<file path="src/rsw_pkg.sv">
// Constants, types and helpers for the reset source and watchdog unit
// Function
// - Any reset aborts the CPU at once and reinitialises control registers.
// - Restart vector depends on reset cause and normal versus special mode.
// - Restart vector is fetched within three clocks after reset ends.
// - Power-up waits 4064 clocks after oscillator start, then holds while pin low.
// - Any reset drives the pin low four E cycles, samples two later.
// - Pin low at sample means external reset, else watchdog or clock loss.
// - Free-running watchdog resets the system unless serviced before expiry.
// - Normal modes run the watchdog from reset unless watchdog_disable is set.
// - Special modes start with test_reset_inhibit set; writing zero allows resets.
// - Watchdog_disable register is write-once in normal modes, unlimited in special.
// - Watchdog timeout is E period times 2^15, 2^17, 2^19 or 2^21.
// - Reset clears watchdog_rate_select, giving the shortest timeout.
// - Normal modes allow one option write, only within 64 E cycles.
// - Watchdog restarts on write 55 then AA to the service register.
// - Watchdog stops counting while the clock is lost.
// - Enabled clock-loss monitor resets when no clock edge arrives in window.
// - Clock_check_enable is read/write any time and cleared by reset.
// - Clock_check_force holds the monitor enabled until the next reset.
// - Monitor window flags E below 10 kHz, never at or above 200 kHz.
package rsw_pkg;

  // ==========================================================================
  // Register map, byte addresses
  localparam logic [7:0] OFS_OPTIONS  = 8'h30;
  localparam logic [7:0] OFS_OPTIONS2 = 8'h38;
  localparam logic [7:0] OFS_SERVICE  = 8'h3c;
  localparam logic [7:0] OFS_CONFIG   = 8'h40;
  localparam logic [7:0] OFS_TEST     = 8'h44;
  localparam logic [7:0] OFS_STATUS   = 8'h48;

  // ==========================================================================
  // Field positions and reset values
  localparam int         OPT_RATE_LSB    = 0;
  localparam int         OPT_FORCE_BIT   = 2;
  localparam int         OPT_ENABLE_BIT  = 3;
  localparam int         CFG_WDDIS_BIT   = 0;
  localparam int         TST_INHIBIT_BIT = 0;
  localparam logic [7:0] SYSTEM_OPTIONS_SECOND_RESET      = 8'h00;
  localparam logic [7:0] SERVICE_ARM     = 8'h55;
  localparam logic [7:0] SERVICE_CLEAR   = 8'haa;

  // ==========================================================================
  // Timing
  localparam int CLK_MHZ         = 250;
  localparam int POR_DELAY_CYC   = 4064;
  localparam int DRIVE_ECYC      = 4;
  localparam int SETTLE_ECYC     = 2;
  localparam int OPT_WINDOW_ECYC = 64;
  localparam int ECLK_DIV_DEF    = 4;
  // Window between 5 us (200 kHz) and 100 us (10 kHz) periods
  localparam int CM_WINDOW_NS    = 50000;
  localparam int CM_WINDOW_CYC   = CM_WINDOW_NS * CLK_MHZ / 1000;

  // ==========================================================================
  // Types
  typedef enum logic [1:0] {
    CAUSE_POR,
    CAUSE_EXT,
    CAUSE_CLK,
    CAUSE_WDOG
  } rsw_cause_t;

  typedef struct packed {
    logic        psel;
    logic        penable;
    logic        pwrite;
    logic [7:0]  paddr;
    logic [31:0] pwdata;
  } rsw_apb_req_t;

  typedef struct packed {
    logic        pready;
    logic        pslverr;
    logic [31:0] prdata;
  } rsw_apb_rsp_t;

  // ==========================================================================
  // Restart vector, high byte of the pair
  function automatic logic [15:0] rsw_vector(input rsw_cause_t c, input logic special);
    logic [15:0] v;
    v = special ? 16'hbffe : 16'hfffe;
    case (c)
      CAUSE_CLK:  v = special ? 16'hbffc : 16'hfffc;
      CAUSE_WDOG: v = special ? 16'hbffa : 16'hfffa;
      default:    v = special ? 16'hbffe : 16'hfffe;
    endcase
    return v;
  endfunction

  // Last count before watchdog expiry for a rate select value
  function automatic logic [20:0] rsw_wdog_limit(input logic [1:0] rate);
    logic [20:0] l;
    l = 21'h007fff;
    case (rate)
      2'b01:   l = 21'h01ffff;
      2'b10:   l = 21'h07ffff;
      2'b11:   l = 21'h1fffff;
      default: l = 21'h007fff;
    endcase
    return l;
  endfunction

endpackage
</file>
<file path="src/rsw_ctrl.sv">
// Reset sequencer, software watchdog and clock-loss monitor with APB registers
//
// The APB register port was left to the implementer.
`timescale 1ns/1ps
`default_nettype none
module rsw_ctrl
  import rsw_pkg::*;
#(
  parameter int ECLK_DIV      = ECLK_DIV_DEF,
  parameter int CM_WINDOW     = CM_WINDOW_CYC,
  parameter bit WDDIS_DEFAULT = 1'b0
)
(
  input  wire logic         mclk_i,
  input  wire logic         rst_i,
  input  wire rsw_apb_req_t apb_i,
  output rsw_apb_rsp_t      apb_o,
  input  wire logic         special_mode_i,
  input  wire logic         osc_ready_i,
  input  wire logic         refclk_i,
  input  wire logic         rstpin_i,
  output logic              rstpin_o,
  output logic              rstpin_oe_o,
  output logic              cpu_hold_o,
  output logic              vec_fetch_o,
  output logic [15:0]       vec_addr_o,
  output rsw_cause_t        cause_o
);

  // ==========================================================================
  // Elaboration checks
  if (ECLK_DIV < 2) begin : g_chk_div
    $error("ECLK_DIV must be at least 2");
  end
  if (CM_WINDOW < 8) begin : g_chk_cm
    $error("CM_WINDOW too small");
  end

  localparam int DW = $clog2(ECLK_DIV);
  localparam int CW = $clog2(CM_WINDOW + 1);

  typedef enum logic [2:0] {
    ST_POR_WAIT,
    ST_DRIVE,
    ST_SETTLE,
    ST_HOLD,
    ST_VECTOR,
    ST_RUN
  } rsw_state_t;

  rsw_state_t  state_q;
  logic [2:0]  syn_q [4];
  logic [3:0]  lvl_q;
  logic        pin_lvl;
  logic        mode_lvl;
  logic        osc_lvl;
  logic        ref_lvl;
  logic        ref_prev_q;
  logic [DW-1:0] div_q;
  logic        e_tick;
  logic [11:0] por_cnt_q;
  logic [2:0]  ecnt_q;
  logic [6:0]  opt_cnt_q;
  logic        opt_locked_q;
  logic        cfg_written_q;
  logic        mode_q;
  logic [1:0]  rate_q;
  logic        force_q;
  logic        enable_q;
  logic [7:0]  system_options_second_q;
  logic        wddis_q;
  logic        inhibit_q;
  logic        armed_q;
  logic [20:0] wd_cnt_q;
  logic [CW-1:0] cm_cnt_q;
  logic        ctl_clr;
  logic        cm_on;
  logic        clk_alive;
  logic        cm_loss;
  logic        wd_run;
  logic        wd_exp;
  logic        trig;
  rsw_cause_t  trig_cause;
  logic        bus_wr;
  logic        bus_rd;
  logic        opt_wr_ok;
  logic [7:0]  wbyte;
  logic [31:0] rdata;
  logic        mapped;

  // ==========================================================================
  // Pin synchronisers
  // Level updates only when second and third stages agree
  // Oscillator and mode stages reset low so a dead oscillator is never seen as running
  for (genvar g = 0; g < 4; g++) begin : g_sync
    always_ff @(posedge mclk_i)
    begin
      if (rst_i)
      begin
        syn_q[g] <= (g == 0 || g == 2) ? 3'b111 : 3'b000;
        lvl_q[g] <= (g == 0 || g == 2);
      end
      else
      begin
        syn_q[g] <= {syn_q[g][1:0], (g == 0) ? rstpin_i : (g == 1) ? osc_ready_i
                                    : (g == 2) ? refclk_i : special_mode_i};
        if (syn_q[g][1] == syn_q[g][2])
          lvl_q[g] <= syn_q[g][2];
      end
    end
  end
  assign pin_lvl = lvl_q[0];
  assign osc_lvl = lvl_q[1];
  assign ref_lvl = lvl_q[2];
  assign mode_lvl = lvl_q[3];

  // ==========================================================================
  // E-clock enable divider
  always_ff @(posedge mclk_i)
  begin
    if (rst_i || div_q == DW'(ECLK_DIV - 1))
      div_q <= '0;
    else
      div_q <= div_q + 1'b1;
  end
  assign e_tick = (div_q == DW'(ECLK_DIV - 1));

  // ==========================================================================
  // Derived conditions
  assign ctl_clr   = (state_q != ST_RUN) && (state_q != ST_VECTOR);
  assign cm_on     = enable_q || force_q;
  assign clk_alive = (cm_cnt_q < CW'(CM_WINDOW));
  assign cm_loss   = cm_on && !clk_alive;
  assign wd_run    = !wddis_q && !inhibit_q;
  assign wd_exp    = wd_run && e_tick && clk_alive
                     && (wd_cnt_q == rsw_wdog_limit(rate_q));
  assign trig      = (state_q == ST_RUN) && (!pin_lvl || cm_loss || wd_exp);
  assign trig_cause = !pin_lvl ? CAUSE_EXT : cm_loss ? CAUSE_CLK : CAUSE_WDOG;

  // ==========================================================================
  // Reset sequencer
  always_ff @(posedge mclk_i)
  begin
    if (rst_i)
    begin
      state_q   <= ST_POR_WAIT;
      por_cnt_q <= '0;
      ecnt_q    <= '0;
      cause_o   <= CAUSE_POR;
    end
    else
    begin
      case (state_q)
        ST_POR_WAIT:
        begin
          if (osc_lvl)
            por_cnt_q <= por_cnt_q + 1'b1;
          if (osc_lvl && por_cnt_q == 12'(POR_DELAY_CYC - 1))
          begin
            state_q <= ST_DRIVE;
            ecnt_q  <= '0;
          end
        end
        ST_DRIVE:
        begin
          if (e_tick)
            ecnt_q <= ecnt_q + 1'b1;
          if (e_tick && ecnt_q == 3'(DRIVE_ECYC - 1))
          begin
            state_q <= ST_SETTLE;
            ecnt_q  <= '0;
          end
        end
        ST_SETTLE:
        begin
          if (e_tick)
            ecnt_q <= ecnt_q + 1'b1;
          if (e_tick && ecnt_q == 3'(SETTLE_ECYC - 1))
          begin
            if (!pin_lvl)
            begin
              state_q <= ST_HOLD;
              if (cause_o != CAUSE_POR)
                cause_o <= CAUSE_EXT;
            end
            else
              state_q <= ST_VECTOR;
          end
        end
        ST_HOLD:
        begin
          // Held for as long as the pin is low
          if (pin_lvl)
            state_q <= ST_VECTOR;
        end
        ST_VECTOR:
          state_q <= ST_RUN;
        ST_RUN:
        begin
          if (trig)
          begin
            state_q <= ST_DRIVE;
            ecnt_q  <= '0;
            cause_o <= trig_cause;
          end
        end
        default:
          state_q <= ST_POR_WAIT;
      endcase
    end
  end

  // ==========================================================================
  // Pin drive and CPU side outputs
  always_ff @(posedge mclk_i)
  begin
    if (rst_i)
    begin
      rstpin_o    <= 1'b0;
      rstpin_oe_o <= 1'b0;
      cpu_hold_o  <= 1'b1;
      vec_fetch_o <= 1'b0;
      vec_addr_o  <= 16'hfffe;
    end
    else
    begin
      rstpin_o    <= 1'b0;
      rstpin_oe_o <= (state_q == ST_DRIVE)
                     || ((state_q == ST_POR_WAIT) && osc_lvl
                         && por_cnt_q == 12'(POR_DELAY_CYC - 1))
                     || trig;
      cpu_hold_o  <= (state_q != ST_VECTOR) || trig;
      vec_fetch_o <= (state_q == ST_VECTOR);
      if (state_q == ST_VECTOR)
        vec_addr_o <= rsw_vector(cause_o, mode_q);
    end
  end

  // ==========================================================================
  // Clock-loss monitor
  // Window counter keeps running while disabled so enabling is clean
  always_ff @(posedge mclk_i)
  begin
    if (rst_i)
    begin
      ref_prev_q <= 1'b1;
      cm_cnt_q   <= '0;
    end
    else
    begin
      ref_prev_q <= ref_lvl;
      if (ref_lvl != ref_prev_q)
        cm_cnt_q <= '0;
      else if (cm_cnt_q != CW'(CM_WINDOW))
        cm_cnt_q <= cm_cnt_q + 1'b1;
    end
  end

  // ==========================================================================
  // APB decode
  assign bus_wr    = apb_i.psel && apb_i.penable && apb_i.pwrite && apb_o.pready;
  assign bus_rd    = apb_i.psel && apb_i.penable && !apb_i.pwrite && !apb_o.pready;
  assign wbyte     = apb_i.pwdata[7:0];
  assign opt_wr_ok = mode_q || !opt_locked_q;

  always_comb
  begin
    rdata  = 32'h0000_0000;
    mapped = 1'b1;
    case (apb_i.paddr)
      OFS_OPTIONS:  rdata = {28'h0, enable_q, force_q, rate_q};
      OFS_OPTIONS2: rdata = {24'h0, system_options_second_q};
      OFS_SERVICE:  rdata = 32'h0000_0000;
      OFS_CONFIG:   rdata = {31'h0, wddis_q};
      OFS_TEST:     rdata = {31'h0, inhibit_q};
      OFS_STATUS:   rdata = {26'h0, armed_q, opt_locked_q, mode_q, state_q == ST_RUN, cause_o};
      default:      mapped = 1'b0;
    endcase
  end

  // One wait state; error on unmapped addresses
  always_ff @(posedge mclk_i)
  begin
    if (rst_i)
      apb_o <= '0;
    else
    begin
      apb_o.pready  <= apb_i.psel && apb_i.penable && !apb_o.pready;
      apb_o.pslverr <= apb_i.psel && apb_i.penable && !apb_o.pready && !mapped;
      if (bus_rd)
        apb_o.prdata <= rdata;
    end
  end

  // ==========================================================================
  // Option registers
  always_ff @(posedge mclk_i)
  begin
    if (rst_i || ctl_clr)
    begin
      rate_q       <= 2'b00;
      force_q      <= 1'b0;
      enable_q     <= 1'b0;
      system_options_second_q       <= SYSTEM_OPTIONS_SECOND_RESET;
      opt_locked_q <= 1'b0;
      opt_cnt_q    <= '0;
      mode_q       <= mode_lvl;
    end
    else
    begin
      if (e_tick && !opt_locked_q)
        opt_cnt_q <= opt_cnt_q + 1'b1;
      if (e_tick && opt_cnt_q == 7'(OPT_WINDOW_ECYC - 1))
        opt_locked_q <= 1'b1;
      if (bus_wr && apb_i.paddr == OFS_OPTIONS)
      begin
        enable_q <= wbyte[OPT_ENABLE_BIT];
        if (opt_wr_ok)
        begin
          rate_q       <= wbyte[OPT_RATE_LSB +: 2];
          opt_locked_q <= 1'b1;
          // Force can only be set; it drops at the next reset
          if (wbyte[OPT_FORCE_BIT])
            force_q <= 1'b1;
        end
      end
      if (bus_wr && apb_i.paddr == OFS_OPTIONS2)
        system_options_second_q <= wbyte;
    end
  end

  // ==========================================================================
  // Watchdog disable and test inhibit
  // Disable bit is kept across internal resets, only power-up restores it
  always_ff @(posedge mclk_i)
  begin
    if (rst_i)
      wddis_q <= WDDIS_DEFAULT;
    else if (bus_wr && apb_i.paddr == OFS_CONFIG && !ctl_clr && (mode_q || !cfg_written_q))
      wddis_q <= wbyte[CFG_WDDIS_BIT];
  end

  always_ff @(posedge mclk_i)
  begin
    if (rst_i || ctl_clr)
    begin
      cfg_written_q <= 1'b0;
      inhibit_q     <= mode_lvl;
    end
    else
    begin
      if (bus_wr && apb_i.paddr == OFS_CONFIG)
        cfg_written_q <= 1'b1;
      if (bus_wr && apb_i.paddr == OFS_TEST && mode_q)
        inhibit_q <= wbyte[TST_INHIBIT_BIT];
    end
  end

  // ==========================================================================
  // Watchdog counter and service sequence
  always_ff @(posedge mclk_i)
  begin
    if (rst_i || ctl_clr)
    begin
      wd_cnt_q <= '0;
      armed_q  <= 1'b0;
    end
    else
    begin
      if (bus_wr && apb_i.paddr == OFS_SERVICE && wbyte == SERVICE_ARM)
        armed_q <= 1'b1;
      else if (bus_wr && apb_i.paddr == OFS_SERVICE && wbyte == SERVICE_CLEAR)
        armed_q <= 1'b0;
      if (bus_wr && apb_i.paddr == OFS_SERVICE && wbyte == SERVICE_CLEAR && armed_q)
        wd_cnt_q <= '0;
      else if (wd_run && e_tick && clk_alive)
        wd_cnt_q <= wd_cnt_q + 1'b1;
    end
  end

  // ==========================================================================
  // Assertions
  hold_on_trig_a: assert property (@(posedge mclk_i) disable iff (rst_i)
    trig |=> cpu_hold_o && (state_q == ST_DRIVE))
    else $error("reset trigger did not hold the CPU");

  vector_sel_a: assert property (@(posedge mclk_i) disable iff (rst_i)
    vec_fetch_o |-> vec_addr_o == rsw_vector(cause_o, mode_q))
    else $error("restart vector does not match cause and mode");

  fetch_soon_a: assert property (@(posedge mclk_i) disable iff (rst_i)
    $fell(cpu_hold_o) |-> ##[0:2] vec_fetch_o)
    else $error("vector fetch missing after reset release");

  por_wait_a: assert property (@(posedge mclk_i) disable iff (rst_i)
    (state_q == ST_POR_WAIT && por_cnt_q < 12'(POR_DELAY_CYC - 1)) |=>
      state_q == ST_POR_WAIT && !rstpin_oe_o)
    else $error("power-up delay cut short");

  drive_end_a: assert property (@(posedge mclk_i) disable iff (rst_i)
    (state_q == ST_DRIVE && e_tick && ecnt_q == 3'(DRIVE_ECYC - 1)) |=>
      state_q == ST_SETTLE ##1 !rstpin_oe_o)
    else $error("pin drive phase wrong length");

  ext_class_a: assert property (@(posedge mclk_i) disable iff (rst_i)
    (state_q == ST_SETTLE && e_tick && ecnt_q == 3'(SETTLE_ECYC - 1) && !pin_lvl
     && cause_o != CAUSE_POR) |=> cause_o == CAUSE_EXT && state_q == ST_HOLD)
    else $error("external reset not recognised");

  wdog_fire_a: assert property (@(posedge mclk_i) disable iff (rst_i)
    (state_q == ST_RUN && wd_exp && pin_lvl && !cm_loss) |=>
      cpu_hold_o && cause_o == CAUSE_WDOG)
    else $error("watchdog expiry did not reset");

  opt_lock_a: assert property (@(posedge mclk_i) disable iff (rst_i)
    (!mode_q && opt_locked_q && !ctl_clr) |=> $stable(rate_q))
    else $error("locked rate select changed");

  force_hold_a: assert property (@(posedge mclk_i) disable iff (rst_i)
    (force_q && !ctl_clr) |=> force_q || ctl_clr)
    else $error("force dropped before reset");

  service_a: assert property (@(posedge mclk_i) disable iff (rst_i)
    (bus_wr && apb_i.paddr == OFS_SERVICE && wbyte == SERVICE_CLEAR && armed_q && !ctl_clr)
      |=> wd_cnt_q == 21'h0 && !armed_q)
    else $error("service sequence did not clear watchdog");

endmodule
`default_nettype wire

</file>
<file path="config.mk">
export PLATFORM = sky130hd
export DESIGN_NAME = rsw_ctrl
export DESIGN_NICKNAME = d
export VERILOG_FILES = /design/src/rsw_pkg.sv /design/src/rsw_ctrl.sv
export SDC_FILE = /design/constraint.sdc
export NUM_CORES = 1
export LEC_CHECK = 0
export ABC_AREA = 1
export BUFFER_PORTS_ARGS = -buffer_cell sky130_fd_sc_hd__buf_2
export CORE_ASPECT_RATIO = 1.25
export CORE_MARGIN = 3
export CORE_UTILIZATION = 50
export DETAILED_ROUTE_END_ITERATION = 10
export MAX_ROUTING_LAYER = met4
export PLACE_DENSITY = 0.83
export SYNTH_ARGS = -nofsm -noshare
export SYNTH_HDL_FRONTEND = slang
export SYNTH_SLANG_ARGS = --single-unit
</file>
<file path="constraint.sdc">
create_clock -name mclk_i -period 3.1 [get_ports mclk_i]
set_input_delay 0.155 -clock mclk_i [delete_from_list [all_inputs] [get_ports mclk_i]]
set_output_delay 0.155 -clock mclk_i [all_outputs]
set_load 0.1 [all_outputs]
</file>
======== After elaboration in Yosys (flattened, before gate mapping) ========
Memories as Yosys holds them, arrays and structs flattened.
Cells that the tools add are included.
storage, ports and cells
  flip-flop bits (word level) ............. 140
  bits in writable memories ............... 12
  input bits .............................. 49
  logic and storage cells ................. 188
  memories ................................ 1
cells by class
  $add $sub $neg .......................... 6
  magnitude comparators ................... 1
  equal/unequal tests ..................... 39
  mux-type cells .......................... 40
  bitwise operators ....................... 4
  reductions and logical operators ........ 67
memories
  memory  depth  width  rd ports  clocked after Yosys merged registers in  write ports  line            text
  syn_q   4      3      4         0                                        4            rsw_ctrl.sv:52  logic [2:0] syn_q [4];
operators with widths
  kind                     count
  $pmux W21 S3             1
  $mux W15                 3
  $mux W3                  14
  $pmux W8 S5              1
  $eq A8 B7 Y1 const B     4
  $logic_and A1 B1 Y1      32
  $pmux W15 S2             1
  $eq A8 B6 Y1 const B     3
  $add A21 B1 Y21 const B  1
  $eq A21 B21 Y1           1
  $pmux W3 S6              1
  $add A14 B1 Y14 const B  1
  $lt A14 B14 Y1 const B   1
  $ne A14 B14 Y1 const B   1
  $ne A2 B2 Y1 const B     7
  $add A12 B1 Y12 const B  1
  $eq A12 B12 Y1 const B   1
  $mux W1                  12
  $pmux W3 S4              1
  $eq A2 B2 Y1 const B     5
  $logic_not A1 Y1         10
  $logic_or A1 B1 Y1       10
  $mux W2                  5
  $reduce_and A5 Y1        2
  other kinds (21)         38

======== Depth between registers and ports, before layout ========
Gate-level depths: netlist of the first run.
  word-level depth ........................ 9
  gate-level depth with buffers ........... 13

======== Worst setup path before layout of the first run ========
Ideal clock, no wire load.
  kind .................................... register to register
  from .................................... register apb_o[33] (netlist bit)
  to ...................................... register wd_cnt_q[12]
  library setup time ...................... 0.117 ns
  arrival time ............................ 2.124 ns
  data required time ...................... 2.983 ns
  setup slack ............................. 0.858 ns
  cell stages (with the launch flop) ...... 8
  buffers on the path ..................... 1
  clock period less this slack ............ 2.242 ns
  cell sequence ........................... dfxtp_1 > inv_1 > nor3_4 > and2_4 > nand2_4 > o21ai_4 > buf_6 > nor3b_2
between the ends
  longest elaborated chain between the ends .. 5
RTL lines
  what                               line             text
  from (decl)                        rsw_ctrl.sv:17   output rsw_apb_rsp_t apb_o,
  $logic_and A1 B1 Y1                rsw_ctrl.sv:261  assign bus_wr = apb_i.psel && apb_i.penable && apb_i.pwrite && apb_o.pready;
  $logic_and A1 B1 Y1 (3 in series)  rsw_ctrl.sv:374  if (bus_wr && apb_i.paddr == OFS_SERVICE && wbyte == SERVICE_CLEAR && armed_q)
  $reduce_or A2 Y1 (no source line)  n/a
  to (signal assigned)               rsw_ctrl.sv:377  wd_cnt_q <= wd_cnt_q + 1'b1;
  to (decl)                          rsw_ctrl.sv:74   logic [20:0] wd_cnt_q;
No other way between the ends.
A chain may end at the register's enable or synchronous reset.

======== Worst setup path after layout of the first run ========
  from .................................... register div_q[0]
  to ...................................... register wd_cnt_q[11]
between the ends
  longest elaborated chain between the ends .. 3
RTL lines
  what                               line             text
  from (decl)                        rsw_ctrl.sv:59   logic [DW-1:0] div_q;
  from (signal assigned)             rsw_ctrl.sv:124  div_q <= div_q + 1'b1;
  $eq A2 B2 Y1                       rsw_ctrl.sv:126  assign e_tick = (div_q == DW'(ECLK_DIV - 1));
  $logic_and A1 B1 Y1 (2 in series)  rsw_ctrl.sv:376  else if (wd_run && e_tick && clk_alive)
No other way between the ends.

==> run_results.csv, run 1 <==
group,metric,value,unit
run_status,status,"finished clean",
placed_design,gp_congestion,0.9170,
sta,min_period,1.962,ns
pwr,p_int,2.824,mW
sta,finalClockSkew,0.004992,ns
critical_path,cp_common_cell,"nor2_2",
pwr,power.switching,1.022,mW
synthesis,yosys.cell_types.count,51,
critical_path,slowest_stage,"dfxtp_1",
drt,drc,0,
placed_design,hpwl,9160,µm
synthesis,synth_edf_count,2,
flow_run,maxCapViolCount,0,
synthesis,ys_warn_count,0,
pwr,p_clk_share,48.4,%
synthesis,synthFlopType,"dfxtp_1",
global_routing,overflow,0,
critical_path,cp.required,3.38,ns
synthesis,postSynthAreaPerCell,7.455,µm²
critical_path,r2r_cells,9,
synthesis,yosysSeqAreaShare,39.23,%
drt,drt-total-wl,12590,µm
clocking,cts_buffers,17,
clocking,cts_num_sinks,115,
sta,hold_viol_final,0,
critical_path,crit_type,"reg2reg",
sta,relSlewSlack,60.26,%
critical_path,reg2reg_slack,1.14,ns
synthesis,syn_area,5919,µm²
pwr,power_density,570.2,nW/µm²
global_routing,grt_pass1_wl,21020,µm
drt,vias_per_cell,5.008,
pwr,p_comb_share,11.8,%
cells_and_area,antenna-diode-count,0,
die,num_rows,43,
sta,finalSetupTns,0,ns
drt,drt_iter0_markers,291,
critical_path,crit_path_end_kind,"flop",
global_routing,grt_start_max_net_pins,26,
worst_hold_path,hold_path_depth,3,
clocking,htree_levels,4,
sta,period_share,63.30,%
global_routing,antenna_found_initial,0,
die,core_area,11350,µm²
clocking,cts_tree,"done",
global_routing,grt.total_usage,20.43,%
sta,fin_ws,1.138,ns
drt,wl_per_cell,12.38,µm
clocking,postCtsSetupRepairBufs,0,
critical_path,cp_max_fo,17,
synthesis,ys_async_sr_fraction,0,%
worst_hold_path,hp-class,"in2reg",
drt,antenna_left,0,
sta,rsz0062_at_grt,"no",
placed_design,post-place-ws,1.129,ns
critical_path,critPathArrivalTime,2.25,ns
critical_path,crit_path_cell_trace,"ha_1, inv_1, nor3_1, nand3_4, inv_2, nand3_2, nor2_2, xnor2_1, nor2_2",
sta,finalSetupViolCount,0,
critical_path,critPathLaunchType,"flop",
die,die_h,127.7,µm
cells_and_area,area_growth,13.95,%
sta,fmax,509.6,MHz
critical_path,r2r-start,"div_q[0]",
worst_hold_path,hold_path.startpoint,"apb_i[1]",
drt,vias,5093,
die,dieArea,13190,µm²
die,ios,105,
critical_path,worst_path_largest_cell_delay,0.33,ns
clocking,cts_root_buf,"clkbuf_16",
cells_and_area,final_area,6745,µm²
synthesis,ys_ff_latch,115,
cells_and_area,nets,907,
sta,drv_slew,0,
clocking,clk_latency,0.40,ns
pwr,irDropWorstVdd,0.0002728,V
clocking,clock_path_buffers,2,
cells_and_area,post_route_cells_drive_above_1_share,17.56,%
worst_hold_path,whs_endpoint,"rate_q[1]",
pwr,swShare,26.58,%
placed_design,portBuffers,42,
pwr,cellLeakagePower,2.638,nW
die,die_w,103.3,µm
placed_design,dpl_cell_area,6131,µm²
die,start_util,52.14,%
cells_and_area,nFillCells,1010,
clocking,post_cts_resized,0,
pwr,p_seq_share,39.8,%
critical_path,timing.rr.end,"wd_cnt_q[11]",
drt,drtPass1Iterations,5,
clocking,cts.clk_slew.worst_paths,0.05,ns
sta,worst_pin_slew,0.5954,ns
synthesis,synthCells,794,
global_routing,grt_pass1_vias,4786,
==> registers in the layout, summed over array words and instances, names as in the netlist, 3 cells and up <==
register / count
state_q: 3
system_options_second_q: 8
opt_cnt_q: 7
por_cnt_q: 12
cm_cnt_q: 14
ecnt_q: 3
apb_o: 10
syn_q: 12
vec_addr_o: 3
wd_cnt_q: 21
==> cell usage in the layout (no fill, tap or decap), drive strengths merged, types with 4 or more instances in the layout <==
cell type,instances
ha,9
nand2,138
conb,38
buf,47
nor4,7
or2,11
a21oi,77
xor2,10
inv,122
o21ai,50
dfxtp,113
a211oi,5
dlygate4sd3,4
nor3,32
nor3b,5
nand3,40
nor2,82
clkinv,4
nand4,14
o221ai,4
clkbuf,26
==> layout make-up <==
type / count / area [µm²] / area share [%]
clock buffers: 26 / 529.3 / 7.846
clock inverters: 4 / 45.04 / 0.6678
well taps: 157 / 196.4 / 2.912
flip-flops and latches: 115 / 2322 / 34.43
inverters: 123 / 461.7 / 6.845
multi-input cells: 541 / 2903 / 43.03
repair buffers: 51 / 287.8 / 4.266
==> cells by family (layout without fill, tap and decap cells) <==
family | count (synthesis) | in the layout | synth area share [%]
AOI/OAI and AO/OA | 146 | 146 | 14.48
xor gates and xnor gates | 13 | 13 | 1.923
adders and majority gates | 9 | 9 | 1.902
buffers and inverters | 174 | 204 | 14.01
DFF | 115 | 115 | 39.23
other | 2 | 38 | 0.1269
and+or+nand+nor | 335 | 335 | 28.32
==> stage by stage <==
stage / hold WS, ns / std cells / total power, mW / utilization, %
floorplan: 0.2588 / 830 / 1.978 / -
global placement: 0.3381 / 983 / 2.002 / 54.01
detailed placement: 0.3415 / 983 / 2.007 / 54.01
CTS: 0.01961 / 1017 / 3.867 / 59.42
global route: 0.04352 / 1017 / 3.966 / 59.42
finish: 0.03061 / 1017 / 3.846 / 59.42
==> power by group through the flow <==
stage / sequential (mW) / combinational (mW) / clock (mW)
6_report: 1.53 / 0.454 / 1.86
5_1_grt: 1.53 / 0.487 / 1.95
3_3_place_gp: 1.56 / 0.441 / 0
2_1_floorplan: 1.60 / 0.380 / 0
3_5_place_dp: 1.56 / 0.446 / 0
4_1_cts: 1.53 / 0.452 / 1.88
==> what timing repair did <==
item,CTS,global route
endpoints found under the setup margin,0,0
hold endpoints to repair,4,0
hold buffers,4,0
==> cells in the mapped netlist, drive strengths merged (7+ instances only) <==
master	n	share of area [%]
nand2	138	9.2
nor3	32	3.7
buf	45	5.8
xor2	10	1.5
nor4	7	0.99
nand4	14	1.5
inv	122	7.7
nor2	82	6.2
ha	9	1.9
dfxtp	113	38
or2	11	1.2
a21oi	77	7.7
o21ai	50	4.4
nand3	40	4.0
==> routing by layer <==
metal / share of wire [%] / GRT usage, % / routed length [µm] / vias up
met4: 1.9 / 7.851 / 244 / 0
met5: 0 / - / 0 / -
met2: 50 / 34.08 / 6262 / 144
li1: - / - / - / 2608
met3: 5.2 / 4.300 / 655 / 20
met1: 43 / 23.86 / 5427 / 2321
==> how the worst max path moves through the flow <==
stage | from | to | slack, ns | depth (start not counted)
after floorplan | apb_o[33] | wd_cnt_q[12] | 0.86 | 7
after global placement | div_q[0] | wd_cnt_q[11] | 1.20 | 9
after detailed placement | div_q[0] | wd_cnt_q[11] | 1.13 | 9
after CTS | div_q[0] | wd_cnt_q[11] | 1.13 | 9
after global routing | div_q[0] | wd_cnt_q[11] | 0.88 | 9
final | div_q[0] | wd_cnt_q[11] | 1.14 | 9
==> worst max-delay path, delay by kind of cell (launching register included) <==
family                     cells  cell delay (ns)
xor gates and xnor gates       1             0.14
adders and majority gates      1             0.18
and+or+nand+nor                5             0.86
DFF                            1             0.33
buffers and inverters          2             0.32
(Power assumes the default switching activity.)
==> inputs of run 2 (changes only) <==
==> constraint.sdc (replaced) <==
create_clock -name mclk_i -period 2 [get_ports mclk_i]
set_input_delay 0.1 -clock mclk_i [delete_from_list [all_inputs] [get_ports mclk_i]]
set_output_delay 0.1 -clock mclk_i [all_outputs]
set_load 0.1 [all_outputs]
==> run_results.csv, run 2 (synthesis results as in run 1) <==
group,metric,value,unit
critical_path,crit_type,"reg2reg",
cells_and_area,final_common_cell,"nand2_1",
sta,drv_slew,0,
critical_path,crit_path_cell_trace,"ha_1, inv_1, nor3_1, nand3_4, nor2_2, nand3_1, nor2_1, xor2_1, nor2_2",
critical_path,slowest_stage,"dfxtp_1",
clocking,cts.clk_slew.worst_paths,0.05,ns
cells_and_area,post_route_cells_drive_above_1_share,18.38,%
pwr,cellLeakagePower,2.703,nW
drt,vias_per_cell,4.987,
sta,whs,0.04743,ns
pwr,swShare,27.36,%
sta,finalSetupViolCount,0,
global_routing,grt_pass1_wl,21390,µm
pwr,irDropWorstVdd,0.0004755,V
sta,fmax,544.8,MHz
cells_and_area,final_cell_mix,"nand2_1 (129), inv_1 (114), dfxtp_1 (112)",
sta,worst_pin_slew,0.8448,ns
pwr,p_seq_share,39.0,%
die,die_h,127.7,µm
cells_and_area,antenna-diode-count,0,
die,dieArea,13190,µm²
placed_design,post-place-ws,0.05774,ns
critical_path,cp_common_cell,"nor2_2",
pwr,power_density,883.7,nW/µm²
global_routing,overflow,0,
clocking,cts_buffers,17,
drt,drc,0,
critical_path,crit_path_end_kind,"flop",
sta,rsz0062_at_grt,"no",
clocking,cts_num_sinks,115,
cells_and_area,regMostFlops,"wd_cnt_q",
cells_and_area,largest_reg_flops,21,
sta,hold_viol_final,0,
clocking,clk_latency,0.41,ns
sta,min_period,1.836,ns
critical_path,critPathLaunchType,"flop",
die,num_rows,43,
global_routing,antenna_found_initial,0,
sta,finalSetupTns,0,ns
clocking,cts_tree,"done",
critical_path,crit_family,"simple AND/OR/NAND/NOR gates",
run_status,status,"finished clean",
flow_run,maxCapViolCount,0,
drt,drt-total-wl,12910,µm
drt,drt_iter0_markers,312,
drt,vias,5152,
worst_hold_path,hp-class,"in2reg",
global_routing,grt_start_max_net_pins,22,
cells_and_area,area_growth,16.38,%
placed_design,portBuffers,42,
global_routing,grt.total_usage,21.01,%
drt,drtPass1Iterations,5,
clocking,cts_root_buf,"clkbuf_16",
die,core_area,11350,µm²
cells_and_area,nets,921,
sta,period_share,91.78,%
cells_and_area,reg.largest.list,"wd_cnt_q: 21 flops, cm_cnt_q: 14 flops",
critical_path,cp.required,2.28,ns
critical_path,crit_buf_inv,1,
clocking,htree_levels,4,
die,die_w,103.3,µm
sta,fin_ws,0.1645,ns
global_routing,grt_pass1_vias,4818,
critical_path,worst_path_largest_cell_delay,0.33,ns
pwr,power.switching,1.666,mW
drt,wl_per_cell,12.50,µm
placed_design,hpwl,9206,µm
placed_design,gp_congestion,0.9105,
sta,relSlewSlack,43.47,%
die,ios,105,
pwr,p_clk_share,49.1,%
drt,antenna_left,0,
clocking,clock_path_buffers,2,
critical_path,critPathArrivalTime,2.11,ns
pwr,p_comb_share,11.9,%
clocking,postCtsSetupRepairBufs,0,
critical_path,cp_max_fo,11,
die,start_util,52.14,%
sta,finalClockSkew,0.008124,ns
pwr,p_int,4.422,mW
[run 2: cell types whose count changed in the layout (fill, tap and decap cells not counted), sizes merged]
| cell | previous run | this run |
|---|---|---|
| buf | 47 | 53 |
| bufinv | 1 | 2 |
| clkbuf | 26 | 22 |
| clkinv | 4 | 7 |
| clkinvlp | 0 | 2 |
| dlygate4sd3 | 4 | 12 |
[run 2: repair_timing]
item / 4_1_cts / 5_1_grt
endpoints found under the hold margin: 13 / 0
hold buffers: 12 / 0
gates resized for setup: 0 / 1
endpoints found under the setup margin: 0 / 2
[run 2: worst paths after layout]
kind	from	to	slack (ns)	depth (start not counted)
max	div_q[0]	wd_cnt_q[18]	0.16	9
min	apb_i[0]	system_options_second_q[0]	0.05	3
max reg2reg	div_q[0]	wd_cnt_q[18]	0.16	9
min reg2reg	syn_q[1][0]	syn_q[1][1]	0.41	2
[run 2: power groups by stage]
stage | Sequential, mW | Combinational (mW) | Clock [mW]
2_1_floorplan | 2.48 | 0.590 | 0
3_3_place_gp | 2.42 | 0.691 | 0
3_5_place_dp | 2.42 | 0.697 | 0
4_1_cts | 2.37 | 0.720 | 3.01
5_1_grt | 2.38 | 0.776 | 3.12
6_report | 2.37 | 0.726 | 2.99
[run 2: area by class of cell]
| class | instances | area (µm²) |
|---|---|---|
| clock inverter | 10 | 105.1 |
| inverter | 123 | 464.2 |
| clock buffer | 22 | 484.2 |
| fill | 975 | 4463 |
| timing repair buffer | 65 | 412.9 |
| sequential | 115 | 2323 |
| tap | 157 | 196.4 |
| multi-input combinational | 541 | 2903 |
[run 2: worst reg2reg max path, delay by kind of cell (launching register included)]
kind / cells / cell delay, ns
fa+ha+maj: 1 / 0.17
buf+inv: 1 / 0.05
flops: 1 / 0.33
simple gates: 6 / 0.97
xor+xnor: 1 / 0.18
[run 2: routing by layer]
layer  vias up  part of all wire (%)  global-route usage (%)
li1       2638                     -                       -
met1      2329                    41                   23.83
met2       152                    50                   34.76
met3        33                   5.0                   4.246
met4         0                   3.0                   10.44
met5         -                     0                       -
[run 2: per-stage QoR]
stage	cells	util (%)	area [µm²]	total power, mW
6_report	1033	60.69	6889	6.088
5_1_grt	1033	60.69	6889	6.275
4_1_cts	1033	60.66	6887	6.103
3_5_place_dp	989	54.41	6177	3.117
3_3_place_gp	989	54.41	6177	3.111
2_1_floorplan	830	-	6056	3.067
==> inputs of run 3 (changes only) <==
--- a/config.mk
+++ b/config.mk
@@ -8,8 +8,9 @@
 export ABC_AREA = 1
 export BUFFER_PORTS_ARGS = -buffer_cell sky130_fd_sc_hd__buf_2
 export CORE_ASPECT_RATIO = 1.25
-export CORE_MARGIN = 3
+export CORE_MARGIN = 4
 export CORE_UTILIZATION = 50
+export CTS_CLUSTER_SIZE = 30
 export DETAILED_ROUTE_END_ITERATION = 10
 export MAX_ROUTING_LAYER = met4
 export PLACE_DENSITY = 0.83
==> run_results.csv, run 3 (synthesis results as in run 1) <==
group,metric,value,unit
sta,finalSetupViolCount,0,
critical_path,crit_type,"in2reg",
worst_hold_path,hold_path.startpoint,"apb_i[40]",
sta,worst_pin_slew,0.8356,ns
global_routing,antenna_found_initial,0,
sta,rsz0062_at_grt,"no",
worst_hold_path,whs_endpoint,"apb_o[2]",
global_routing,grt_pass1_vias,4872,
critical_path,critPathLaunchType,"input pin",
cells_and_area,post_route_cells_drive_above_1_share,18.36,%
sta,min_period,1.796,ns
critical_path,cp_max_fo,21,
placed_design,gp_congestion,0.9120,
sta,finalSetupTns,0,ns
critical_path,crit_path_end_kind,"flop",
sta,whs,0.06684,ns
clocking,clock_path_buffers,2,
cells_and_area,reg.largest.list,"wd_cnt_q: 21 flops, cm_cnt_q: 14 flops",
die,die_h,129.7,µm
drt,drtPass1Iterations,5,
global_routing,grt_pass1_wl,21260,µm
worst_hold_path,hold_path_depth,4,
die,core_area,11620,µm²
critical_path,r2r-start,"div_q[0]",
pwr,irDropWorstVdd,0.0004868,V
worst_hold_path,hp-class,"in2reg",
drt,vias_per_cell,4.941,
pwr,cellLeakagePower,2.714,nW
drt,drt_iter0_markers,280,
clocking,cts_root_buf,"clkbuf_16",
placed_design,hpwl,9275,µm
clocking,clk_latency,0.41,ns
sta,fmax,556.8,MHz
die,ios,105,
sta,relSlewSlack,44.08,%
cells_and_area,antenna-diode-count,0,
critical_path,r2r_cells,9,
global_routing,grt_start_max_net_pins,22,
critical_path,critPathArrivalTime,2.06,ns
clocking,cts_tree,"done",
drt,drc,0,
run_status,status,"finished clean",
placed_design,portBuffers,42,
clocking,htree_levels,4,
cells_and_area,area_growth,16.61,%
die,start_util,50.96,%
cells_and_area,regMostFlops,"wd_cnt_q",
flow_run,maxCapViolCount,0,
clocking,cts_num_sinks,115,
drt,drt-total-wl,12730,µm
global_routing,overflow,0,
drt,wl_per_cell,12.26,µm
die,die_w,105.3,µm
sta,drv_slew,0,
die,dieArea,13650,µm²
cells_and_area,nets,923,
drt,vias,5129,
drt,antenna_left,0,
sta,period_share,89.80,%
clocking,cts.clk_slew.worst_paths,0.05,ns
cells_and_area,final_cell_mix,"nand2_1 (129), inv_1 (114), dfxtp_1 (111)",
clocking,cts_buffers,17,
cells_and_area,final_common_cell,"nand2_1",
global_routing,grt.total_usage,19.96,%
critical_path,timing.rr.end,"wd_cnt_q[11]",
sta,hold_viol_final,0,
pwr,power_density,879.2,nW/µm²
critical_path,cp.required,2.26,ns
critical_path,reg2reg_slack,0.21,ns
cells_and_area,largest_reg_flops,21,
sta,finalClockSkew,0.007231,ns
pwr,power,6.069,mW
die,num_rows,44,
clocking,postCtsSetupRepairBufs,0,
-- run 3: changes by cell type in the layout (fill, tap and decap cells not counted) --
cell           delta
dfxtp_1           -1
bufinv_16         +1
dfxtp_2           +1
clkinvlp_4        -2
dlygate4sd3_1     +1
clkbuf_1          +2
clkbuf_8          -4
buf_4             +1
nor3_1            -1
nor3_2            +1
clkinv_4          +2
-- run 3: worst max-delay path, stage by stage --
cell and delay [ns]:
dlygate4sd3_1 0.55, buf_2 0.14, inv_1 0.14, nand4_1 0.11
nor2_1 0.19, nand2_4 0.08, o21ai_4 0.65, nor3b_1 0.10
-- run 3: worst max path at each step --
stage	from	end	slack, ns
4_1_cts	div_q[0]	wd_cnt_q[11]	0.03
3_3_place_gp	apb_i[33]	wd_cnt_q[2]	0.07
6_report	apb_i[0]	wd_cnt_q[2]	0.20
5_1_grt	wd_cnt_q[1]	cause_o[1]	0.05
2_1_floorplan	apb_o[33]	wd_cnt_q[12]	0.11
3_5_place_dp	apb_i[33]	wd_cnt_q[2]	0.04
-- run 3: stage by stage --
step                area (µm²)  instances  utilization (%)  worst slack [ns]
detailed placement        6190        994            53.29           0.03662
finish                    6903       1038            59.42            0.2040
global placement          6190        994            53.29           0.06993
CTS                       6894       1038            59.35           0.03491
floorplan                 6056        830                -            0.1074
global route              6903       1038            59.42           0.04540
-- run 3: what timing repair did --
action,CTS,global route
setup endpoints to repair,0,9
hold buffers,13,0
hold endpoints to repair,16,0
gates resized for setup,0,3
-- run 3: final cells by class --
class	count	area (µm²)
clock buffer	20	436.7
tap	161	201.4
timing repair buffer	67	430.4
sequential	115	2325
fill	1025	4713
multi-input combinational	541	2908
clock inverter	11	137.6
inverter	123	464.2
-- run 3: power by group --
group / switching (mW) / internal (mW) / leakage (nW)
sequential: 0.0320 / 2.34 / 0.940
clock: 1.04 / 1.94 / 0.287
combinational: 0.592 / 0.134 / 1.49
-- run 3: routing by layer --
layer	track usage, %	wire (µm)	vias to the layer above	part of all wire [%]
met1	21.39	5258	2323	41
met3	5.232	637	25	5.0
met4	8.649	258	0	2.0
met5	-	0	-	0
li1	-	-	2640	-
met2	34.83	6575	141	52
